**src/ifsto_defs.vh**
```
// Purpose: constants for the IF speed-up timeout and test output select block
// Assumes: byte addresses on the plain register port, one 32-bit word each
// Notes: definitions only
`ifndef IFSTO_DEFS_VH
`define IFSTO_DEFS_VH

// register byte addresses
`define IFSTO_ADDR_W 8
`define IFSTO_REG_TIMEOUT 8'h00
`define IFSTO_REG_PUMP 8'h04
`define IFSTO_REG_SELECT 8'h08
`define IFSTO_REG_STATUS 8'h0c

// timeout field
`define IFSTO_TO_W 12
`define IFSTO_TO_RST 12'h000
`define IFSTO_TO_HIZ 12'h000
`define IFSTO_TO_MANUAL 12'h001
`define IFSTO_TO_GPO_LOW 12'h002
`define IFSTO_TO_GPO_HIGH 12'h003
`define IFSTO_TO_AUTO_MIN 12'h004

// pump gain register
`define IFSTO_PUMP_GAIN_BIT 0
`define IFSTO_PUMP_RST 1'b0

// select register: lower pair and upper pair
`define IFSTO_SEL_LO_LSB 0
`define IFSTO_SEL_HI_LSB 2
`define IFSTO_SEL_RST 2'h0

// status register fields
`define IFSTO_ST_TO_LSB 0
`define IFSTO_ST_PEND 12
`define IFSTO_ST_RUN 13
`define IFSTO_ST_DONE 14
`define IFSTO_ST_PUMP 15
`define IFSTO_ST_PIN_OE 16
`define IFSTO_ST_PIN_OUT 17

// test output select codes
`define IFSTO_MUX_HIZ 4'h0
`define IFSTO_MUX_HIGH 4'h1
`define IFSTO_MUX_LOW 4'h2
`define IFSTO_MUX_DLD_BOTH 4'h3
`define IFSTO_MUX_DLD_RF 4'h4
`define IFSTO_MUX_DLD_IF 4'h5
`define IFSTO_MUX_ALD_OD_BOTH 4'h6
`define IFSTO_MUX_ALD_OD_RF 4'h7
`define IFSTO_MUX_ALD_OD_IF 4'h8
`define IFSTO_MUX_ALD_PP_BOTH 4'h9
`define IFSTO_MUX_ALD_PP_RF 4'ha
`define IFSTO_MUX_ALD_PP_IF 4'hb
`define IFSTO_MUX_IF_REF 4'hc
`define IFSTO_MUX_IF_FB 4'hd
`define IFSTO_MUX_RF_REF 4'he
`define IFSTO_MUX_RF_FB 4'hf

`endif

```
**src/ifsto_sync.v**
```verilog
// Purpose: two-flop synchroniser for a group of asynchronous levels
// Assumes: one system clock, synchronous active-low reset
// Notes: only the second stage may be read by other logic
module ifsto_sync #(
  parameter WIDTH = 1
) (
  // clock and reset
  input wire i_sys_clk,
  input wire i_rst_n,
  // levels
  input wire [WIDTH-1:0] i_async,
  output reg [WIDTH-1:0] o_sync
);

reg [WIDTH-1:0] meta;

always @(posedge i_sys_clk) begin
  if (!i_rst_n) begin
    meta <= {WIDTH{1'b0}};
    o_sync <= {WIDTH{1'b0}};
  end else begin
    meta <= i_async;
    o_sync <= meta;
  end
end

endmodule // ifsto_sync

```
**src/ifsto_halve.v**
```verilog
// Purpose: divide a synchronised divider output by two
// Assumes: input already synchronised, far slower than the system clock
// Notes: toggles on every rising edge of the input
module ifsto_halve (
  // clock and reset
  input wire i_sys_clk,
  input wire i_rst_n,
  // divider level in, halved level out
  input wire i_level,
  output reg o_half,
  output reg o_rise
);

reg prev;

always @(posedge i_sys_clk) begin
  if (!i_rst_n) begin
    prev <= 1'b0;
    o_half <= 1'b0;
    o_rise <= 1'b0;
  end else begin
    prev <= i_level;
    o_rise <= i_level & ~prev;
    if (i_level & ~prev) begin
      o_half <= ~o_half;
    end
  end
end

endmodule // ifsto_halve

```
**src/ifsto_top.v**
```verilog
// Purpose: IF speed-up timeout control and multifunction test pin select
// Assumes: 200 MHz system clock; all pin-side inputs are asynchronous
// Notes: phase-detector events are rising edges of i_if_pfd after sync
//
// How it works
// - Timeout zero leaves the speed-up pin floating and the pump gain follows the gain bit.
// - Timeout one drives the speed-up pin low and forces the 4 mA pump level.
// - Timeout two drives the speed-up pin low and the pump follows the gain bit.
// - Timeout three drives the speed-up pin high and the pump follows the gain bit.
// - Timeout 4 to 4095 starts automatic speed-up with the pin low and the pump at 4 mA.
// - Automatic speed-up lasts exactly the programmed count of events, then the pin floats.
// - When automatic speed-up ends the pump drops to 1 mA.
// - A written timeout takes effect only at the next phase-detector event.
// - The 4-bit test select is the upper pair over the lower pair.
// - Select 0 floats the test pin, 1 drives it high, 2 drives it low.
// - Selects 3 to 5 give digital lock detect open drain: both, RF, IF.
// - Selects 6 to 8 give analog lock detect open drain: both, RF, IF.
// - Selects 9 to 11 give analog lock detect push-pull: both, RF, IF.
// - Selects 12 to 15 give half of IF ref, IF feedback, RF ref, RF feedback.
`include "ifsto_defs.vh"

module ifsto_top #(
  parameter DATA_W = 32
) (
  // clock and reset
  input wire i_sys_clk,
  input wire i_rst_n,
  // register port
  input wire [`IFSTO_ADDR_W-1:0] i_addr,
  input wire [DATA_W-1:0] i_wr_data,
  input wire i_wr_en,
  input wire i_rd_en,
  output reg [DATA_W-1:0] o_rd_data,
  // IF phase-detector event source
  input wire i_if_pfd,
  // lock detect levels
  input wire i_rf_dig_lock,
  input wire i_if_dig_lock,
  input wire i_rf_ana_lock,
  input wire i_if_ana_lock,
  // divider outputs
  input wire i_if_ref_div,
  input wire i_if_fb_div,
  input wire i_rf_ref_div,
  input wire i_rf_fb_div,
  // speed-up pin and pump level
  output reg o_if_speedup_pin_out,
  output reg o_if_speedup_pin_oe,
  output reg o_if_pump_high,
  // test and lock pin
  output reg o_test_lock_pin_out,
  output reg o_test_lock_pin_oe
);

localparam TO_W = `IFSTO_TO_W;

// automatic speed-up states
localparam ST_IDLE = 2'b00;
localparam ST_RUN = 2'b01;
localparam ST_DONE = 2'b10;

////////////////////////////////////////////////////////////////////////
// input synchronisers

wire [8:0] raw_in;
wire [8:0] sync_in;
wire pfd_lvl;
wire rf_dld;
wire if_dld;
wire rf_ald;
wire if_ald;
wire [3:0] div_lvl;

assign raw_in = {i_rf_fb_div, i_rf_ref_div, i_if_fb_div, i_if_ref_div,
                 i_if_ana_lock, i_rf_ana_lock, i_if_dig_lock, i_rf_dig_lock,
                 i_if_pfd};

ifsto_sync #(.WIDTH(9)) u_sync (
  .i_sys_clk(i_sys_clk),
  .i_rst_n(i_rst_n),
  .i_async(raw_in),
  .o_sync(sync_in)
);

assign pfd_lvl = sync_in[0];
assign rf_dld = sync_in[1];
assign if_dld = sync_in[2];
assign rf_ald = sync_in[3];
assign if_ald = sync_in[4];
assign div_lvl = sync_in[8:5];

////////////////////////////////////////////////////////////////////////
// phase-detector event edge

reg pfd_prev;
wire pfd_event;

always @(posedge i_sys_clk) begin
  if (!i_rst_n) begin
    pfd_prev <= 1'b0;
  end else begin
    pfd_prev <= pfd_lvl;
  end
end

assign pfd_event = pfd_lvl & ~pfd_prev;

////////////////////////////////////////////////////////////////////////
// halved divider outputs

wire [3:0] div_half;

genvar gi;
generate
  for (gi = 0; gi < 4; gi = gi + 1) begin : g_halve
    ifsto_halve u_halve (
      .i_sys_clk(i_sys_clk),
      .i_rst_n(i_rst_n),
      .i_level(div_lvl[gi]),
      .o_half(div_half[gi]),
      .o_rise()
    );
  end
endgenerate

////////////////////////////////////////////////////////////////////////
// software registers

reg [TO_W-1:0] to_written;
reg to_pending;
reg pump_gain_sel;
reg [1:0] sel_lo;
reg [1:0] sel_hi;
wire wr_timeout;
wire wr_pump;
wire wr_select;

assign wr_timeout = i_wr_en && (i_addr == `IFSTO_REG_TIMEOUT);
assign wr_pump = i_wr_en && (i_addr == `IFSTO_REG_PUMP);
assign wr_select = i_wr_en && (i_addr == `IFSTO_REG_SELECT);

always @(posedge i_sys_clk) begin
  if (!i_rst_n) begin
    to_written <= `IFSTO_TO_RST;
    pump_gain_sel <= `IFSTO_PUMP_RST;
    sel_lo <= `IFSTO_SEL_RST;
    sel_hi <= `IFSTO_SEL_RST;
  end else begin
    if (wr_timeout) begin
      to_written <= i_wr_data[TO_W-1:0];
    end
    if (wr_pump) begin
      pump_gain_sel <= i_wr_data[`IFSTO_PUMP_GAIN_BIT];
    end
    if (wr_select) begin
      sel_lo <= i_wr_data[`IFSTO_SEL_LO_LSB+1:`IFSTO_SEL_LO_LSB];
      sel_hi <= i_wr_data[`IFSTO_SEL_HI_LSB+1:`IFSTO_SEL_HI_LSB];
    end
  end
end

// pending until event
// a write landing on an event cycle waits for the following event
always @(posedge i_sys_clk) begin
  if (!i_rst_n) begin
    to_pending <= 1'b0;
  end else if (wr_timeout) begin
    to_pending <= 1'b1;
  end else if (pfd_event) begin
    to_pending <= 1'b0;
  end
end

////////////////////////////////////////////////////////////////////////
// latched timeout and automatic period counter

reg [TO_W-1:0] to_active;
reg [TO_W-1:0] ev_count;
reg [1:0] auto_state;
reg [1:0] next_auto_state;
reg [TO_W-1:0] next_ev_count;
wire latch_now;

assign latch_now = pfd_event && to_pending;

always @* begin
  next_auto_state = auto_state;
  next_ev_count = ev_count;
  if (latch_now) begin
    if (to_written >= `IFSTO_TO_AUTO_MIN) begin
      next_auto_state = ST_RUN;
      next_ev_count = to_written;
    end else begin
      next_auto_state = ST_IDLE;
      next_ev_count = {TO_W{1'b0}};
    end
  end else if (pfd_event) begin
    case (auto_state)
      ST_RUN: begin
        if (ev_count == {{(TO_W-1){1'b0}}, 1'b1}) begin
          next_auto_state = ST_DONE;
          next_ev_count = {TO_W{1'b0}};
        end else begin
          next_ev_count = ev_count - {{(TO_W-1){1'b0}}, 1'b1};
        end
      end
      ST_IDLE: next_auto_state = ST_IDLE;
      ST_DONE: next_auto_state = ST_DONE;
      default: next_auto_state = ST_IDLE;
    endcase
  end
end

always @(posedge i_sys_clk) begin
  if (!i_rst_n) begin
    to_active <= `IFSTO_TO_RST;
    ev_count <= {TO_W{1'b0}};
    auto_state <= ST_IDLE;
  end else begin
    if (latch_now) begin
      to_active <= to_written;
    end
    ev_count <= next_ev_count;
    auto_state <= next_auto_state;
  end
end

////////////////////////////////////////////////////////////////////////
// speed-up pin and pump level

reg next_su_out;
reg next_su_oe;
reg next_pump_high;

// pin driven low with the gain bit unless a code below says otherwise
always @* begin
  next_su_out = 1'b0;
  next_su_oe = 1'b1;
  next_pump_high = pump_gain_sel;
  case (to_active)
    `IFSTO_TO_HIZ: next_su_oe = 1'b0;
    `IFSTO_TO_MANUAL: next_pump_high = 1'b1;
    `IFSTO_TO_GPO_LOW: next_su_out = 1'b0;
    `IFSTO_TO_GPO_HIGH: next_su_out = 1'b1;
    default: begin
      next_su_oe = (auto_state == ST_RUN);
      next_pump_high = (auto_state == ST_RUN);
    end
  endcase
end

always @(posedge i_sys_clk) begin
  if (!i_rst_n) begin
    o_if_speedup_pin_out <= 1'b0;
    o_if_speedup_pin_oe <= 1'b0;
    o_if_pump_high <= 1'b0;
  end else begin
    o_if_speedup_pin_out <= next_su_out;
    o_if_speedup_pin_oe <= next_su_oe;
    o_if_pump_high <= next_pump_high;
  end
end

////////////////////////////////////////////////////////////////////////
// test and lock pin select

wire [3:0] test_output_select;
reg next_tp_out;
reg next_tp_oe;

assign test_output_select = {sel_hi, sel_lo};

// open drain: pulls low while unlocked, released when locked
always @* begin
  next_tp_out = 1'b0;
  next_tp_oe = 1'b1;
  case (test_output_select)
    `IFSTO_MUX_HIZ: next_tp_oe = 1'b0;
    `IFSTO_MUX_HIGH: next_tp_out = 1'b1;
    `IFSTO_MUX_LOW: next_tp_out = 1'b0;
    `IFSTO_MUX_DLD_BOTH: next_tp_oe = ~(rf_dld & if_dld);
    `IFSTO_MUX_DLD_RF: next_tp_oe = ~rf_dld;
    `IFSTO_MUX_DLD_IF: next_tp_oe = ~if_dld;
    `IFSTO_MUX_ALD_OD_BOTH: next_tp_oe = ~(rf_ald & if_ald);
    `IFSTO_MUX_ALD_OD_RF: next_tp_oe = ~rf_ald;
    `IFSTO_MUX_ALD_OD_IF: next_tp_oe = ~if_ald;
    `IFSTO_MUX_ALD_PP_BOTH: next_tp_out = rf_ald & if_ald;
    `IFSTO_MUX_ALD_PP_RF: next_tp_out = rf_ald;
    `IFSTO_MUX_ALD_PP_IF: next_tp_out = if_ald;
    `IFSTO_MUX_IF_REF: next_tp_out = div_half[0];
    `IFSTO_MUX_IF_FB: next_tp_out = div_half[1];
    `IFSTO_MUX_RF_REF: next_tp_out = div_half[2];
    `IFSTO_MUX_RF_FB: next_tp_out = div_half[3];
    default: next_tp_oe = 1'b0;
  endcase
end

always @(posedge i_sys_clk) begin
  if (!i_rst_n) begin
    o_test_lock_pin_out <= 1'b0;
    o_test_lock_pin_oe <= 1'b0;
  end else begin
    o_test_lock_pin_out <= next_tp_out;
    o_test_lock_pin_oe <= next_tp_oe;
  end
end

////////////////////////////////////////////////////////////////////////
// register read-back

reg [DATA_W-1:0] rd_word;

always @* begin
  rd_word = {DATA_W{1'b0}};
  case (i_addr)
    `IFSTO_REG_TIMEOUT: rd_word[TO_W-1:0] = to_written;
    `IFSTO_REG_PUMP: rd_word[`IFSTO_PUMP_GAIN_BIT] = pump_gain_sel;
    `IFSTO_REG_SELECT: begin
      rd_word[`IFSTO_SEL_LO_LSB+1:`IFSTO_SEL_LO_LSB] = sel_lo;
      rd_word[`IFSTO_SEL_HI_LSB+1:`IFSTO_SEL_HI_LSB] = sel_hi;
    end
    `IFSTO_REG_STATUS: begin
      rd_word[`IFSTO_ST_TO_LSB+TO_W-1:`IFSTO_ST_TO_LSB] = to_active;
      rd_word[`IFSTO_ST_PEND] = to_pending;
      rd_word[`IFSTO_ST_RUN] = (auto_state == ST_RUN);
      rd_word[`IFSTO_ST_DONE] = (auto_state == ST_DONE);
      rd_word[`IFSTO_ST_PUMP] = o_if_pump_high;
      rd_word[`IFSTO_ST_PIN_OE] = o_if_speedup_pin_oe;
      rd_word[`IFSTO_ST_PIN_OUT] = o_if_speedup_pin_out;
    end
    default: rd_word = {DATA_W{1'b0}};
  endcase
end

// data valid only in the cycle after the strobe, zero otherwise
always @(posedge i_sys_clk) begin
  if (!i_rst_n) begin
    o_rd_data <= {DATA_W{1'b0}};
  end else if (i_rd_en) begin
    o_rd_data <= rd_word;
  end else begin
    o_rd_data <= {DATA_W{1'b0}};
  end
end

endmodule // ifsto_top

```
**config.mk**
```make
export PLATFORM = sky130hd
export DESIGN_NAME = ifsto_top
export DESIGN_NICKNAME = d
export VERILOG_FILES = /design/src/ifsto_sync.v /design/src/ifsto_halve.v /design/src/ifsto_top.v
export VERILOG_INCLUDE_DIRS = /design/src
export SDC_FILE = /design/constraint.sdc
export NUM_CORES = 1
export LEC_CHECK = 0
export BUFFER_PORTS_ARGS = -buffer_cell sky130_fd_sc_hd__buf_2
export CORE_MARGIN = 10
export CORE_UTILIZATION = 50
export CTS_BUF_LIST = sky130_fd_sc_hd__clkbuf_4
export DETAILED_ROUTE_END_ITERATION = 8
export PLACE_DENSITY = 0.78
export REMOVE_ABC_BUFFERS = 1
export SLEW_MARGIN = 10
export SYNTH_ARGS = -nofsm -noshare
export SYNTH_HDL_FRONTEND = slang
export SYNTH_SLANG_ARGS = --single-unit
```
**constraint.sdc**
```tcl
create_clock -name i_sys_clk -period 1.55 [get_ports i_sys_clk]
set_input_delay 0.155 -clock i_sys_clk [delete_from_list [all_inputs] [get_ports i_sys_clk]]
set_output_delay 0.155 -clock i_sys_clk [all_outputs]
set_load 0.05 [all_outputs]
```
==> impl_results.md <==
* Run status: finished, violations left
* Failing checks: setup timing
* Drt wl/cell at 15.1 um
* Critical Path Sink Type: flop
* Buffers and inverters on the worst path at 1
* H-Tree Depth at 3
* Synth warn at 0
* Ys flop type: dfxtp_1
* Antenna violations before repair at 0
* Post-route ant nets at 0
* Initial Util at 0.508
* Cell area after synthesis at 0.00387 mm^2
* Slew Viols, Final at 0
* Synth Register Bits at 94
* CTS tree: yes
* Slowest CP cell: or4_4
* DRC errors left at 0
* CP Cell Sequence: or4_4, buf_6, o31a_1, o21ai_1, a31oi_1
* Core Box Area at 0.00761 mm^2
* Io pins at 90
* Worst min-delay path class: input pin to flop
* Flop-to-flop setup slack at -0.05 ns
* Max cap viols at 0
* Fmax at 625 MHz
* Leak Pwr at 2.13 nW
* Net Switching at 0.00106 W
* Clock share of power at 0.365
* Die Ht at 108 um
* Grt ovf at 0
* Seq/Total Area, Yosys at 0.487
* DP HPWL at 6670 um
* Fillers at 617
* Top-count cell post-synth: dfxtp_1
* Critical setup path kind: flop to flop
* Vias per inst at 5.30
* Worst Path Max Fanout at 4
* CP max stage delay at 0.55 ns
* Area occupied by multi-input gates at 0.00190 mm^2
* Hold WS at 0.0766 ns
* Post-Place Worst Slack at -0.108 ns
* Async set-reset flop share out of synthesis at 0
* VDD IR max at 0.000639 V
* GP Congestion at 0.891
* Max Buffers Root-to-Sink at 2
* Non-filler cells, final at 625
* First-pass GRT wire length at 14800 um
* Clk_lat worst skew at 0.44 ns
* Post-Synthesis Cells at 416
* Row count at 32
* Sw frac at 0.247
* Final nets at 575
* Drt pass-1 iters at 5
* CP Launch Type: flop
* DRT Wirelength at 9450 um
* Fin crit share at 1.03
* Comb power frac at 0.064
* Die Width at 108 um
* Final Critical Period at 1.60 ns
* CTS Buf Count at 9
* Fin. Hold Viols at 0
* Internal power at 0.00325 W
* Synth top cells by count: dfxtp_1, nor2_1, nand2_1
* Inst Count DP at 586
* Syn avg cell area at 9.30 um^2
* Area grow syn2layout at 27.4%
* Fraction of layout cells with a size suffix above 1 at 0.268
* Final Core Density at 0.648
* CTS root buf: clkbuf_4
* Iter 0 DRT Violations at 242
* Sequential cell area at 0.00189 mm^2
* Seq pwr share at 0.571
* CTS sink count at 94
* Crit path DAT at 1.95 ns
* Die area at 0.0117 mm^2
* Synth unique cells at 52
* CP delay by family, top: simple AND/OR/NAND/NOR gates
* Final setup fails at 6
* Final WS setup at -0.0511 ns
* Top cells by area, synth: dfxtp_1, nor2_1, and2_1, mux2i_1, nand2_1
* Gr usage total at 0.155
* EDFF count, synth at 0
* Unrepaired setup endpoints after global routing: true
* Vias in the first global route at 3135
* Synth top area share at 0.487
* Crit path required time at 1.90 ns
* Routed vias at 3312
* Port buffer count at 55
* # diodes at 0
* Clock Pin Slew Worst Setup and Hold Paths at 0.16 ns
* Post-synth top area cell: dfxtp_1
* Fin Clk Skew at 0.0153 ns
* Largest net degree at the start of global routing at 45
* Power density cells at 875 mW/mm^2
cell type report:
type	instances	area share
clock buffers	9	0.0137
clock inverters	7	0.0231
inverters	7	0.00584
multi-input cells	291	0.385
flip-flops and latches	94	0.384
well taps	102	0.0259
repair buffers	115	0.162
registers in the layout, summed over array words and instances, names as in the netlist:
register / cells
o_test_lock_pin_oe: 1
o_test_lock_pin_out: 1
auto_state: 2
sel_lo: 2
pump_gain_sel: 1
u_sync.o_sync: 9
o_if_speedup_pin_out: 1
to_active: 12
sel_hi: 2
g_halve.u_halve.prev: 4
to_written: 12
o_if_speedup_pin_oe: 1
o_if_pump_high: 1
g_halve.u_halve.o_half: 4
ev_count: 12
u_sync.meta: 9
to_pending: 1
pfd_prev: 1
o_rd_data: 18
what timing repair did:
| action | CTS | global route |
|---|---|---|
| hold buffers | 21 | 0 |
| gates resized for setup | 19 | 16 |
| hold endpoints to repair | 24 | 0 |
| pin swaps | 7 | 6 |
| endpoints found under the setup margin | 12 | 14 |
| buffers inserted | 2 | 1 |
power by group through the flow:
stage	combinational (W)	sequential [W]	clock, W
floorplan	0.000141	0.00251	0
global placement	0.000222	0.00251	0
detailed placement	0.000229	0.00252	0
CTS	0.000271	0.00246	0.00161
global route	0.000297	0.00247	0.00170
finish	0.000275	0.00246	0.00158
cell usage in the layout (no fill, tap or decap), drive strengths merged, types with 4 or more instances in the layout:
cell type	instances
o22ai	4
dfxtp	94
mux2i	17
dlygate4sd3	21
nor2b	9
clkbuf	9
ha	4
a21oi	19
o21ai	11
inv	9
a22oi	12
a31oi	11
nor2	52
conb	14
and2	31
nand3	8
buf	94
nand2	33
nor3	8
nand4	6
nor4	8
xnor2	4
worst min-delay path: cells and delay by family:
kind	cells	cell delay, ns
buffers and inverters	1	0.17
AO/OA/AOI/OAI	1	0.10
AND/OR/NAND/NOR	1	0.08
final timing paths:
| path | startpoint | end | cells past startpoint |
|---|---|---|---|
| hold / removal | i_addr[3] | o_rd_data[1]$_SDFF_PN0_ | 3 |
| hold reg to reg | u_sync.meta[0]$_SDFF_PN0_ | u_sync.o_sync[0]$_SDFF_PN0_ | 1 |
| setup / recovery | ev_count[1]$_SDFFE_PN0P_ | ev_count[9]$_SDFFE_PN0P_ | 5 |
| setup reg to reg | ev_count[1]$_SDFFE_PN0P_ | ev_count[9]$_SDFFE_PN0P_ | 5 |
cells by family (layout without fill, tap and decap cells):
family | after synthesis | in the layout | synth area share
adder cells (fa/ha/maj) | 4 | 4 | 0.0129
other | 1 | 14 | 0.000970
buffers and inverters | 44 | 138 | 0.0628
multiplexers | 22 | 22 | 0.0644
AO/OA/AOI/OAI | 73 | 73 | 0.121
XOR/XNOR | 4 | 4 | 0.00906
AND/OR/NAND/NOR | 174 | 174 | 0.243
flip-flops | 94 | 94 | 0.487
metrics by stage:
stage                     area, um^2  total power (W)  setup TNS, ns
after floorplan                 3700          0.00265         -0.606
after global placement          4390          0.00274         -0.368
after detailed placement        4390          0.00274         -0.637
after CTS                       4860          0.00434        -0.0772
after global routing            4930          0.00446          -1.04
final                           4930          0.00431         -0.126
metal layers:
layer  global-route usage  up-vias  wire length [um]
li1                     -     1630                 -
met1                0.193     1549              4020
met2                0.254      123              4600
met3               0.0363       10               685
met4               0.0620        0               152
met5                    0        -                 0
Note: power is estimated with default switching activity, not from simulation.
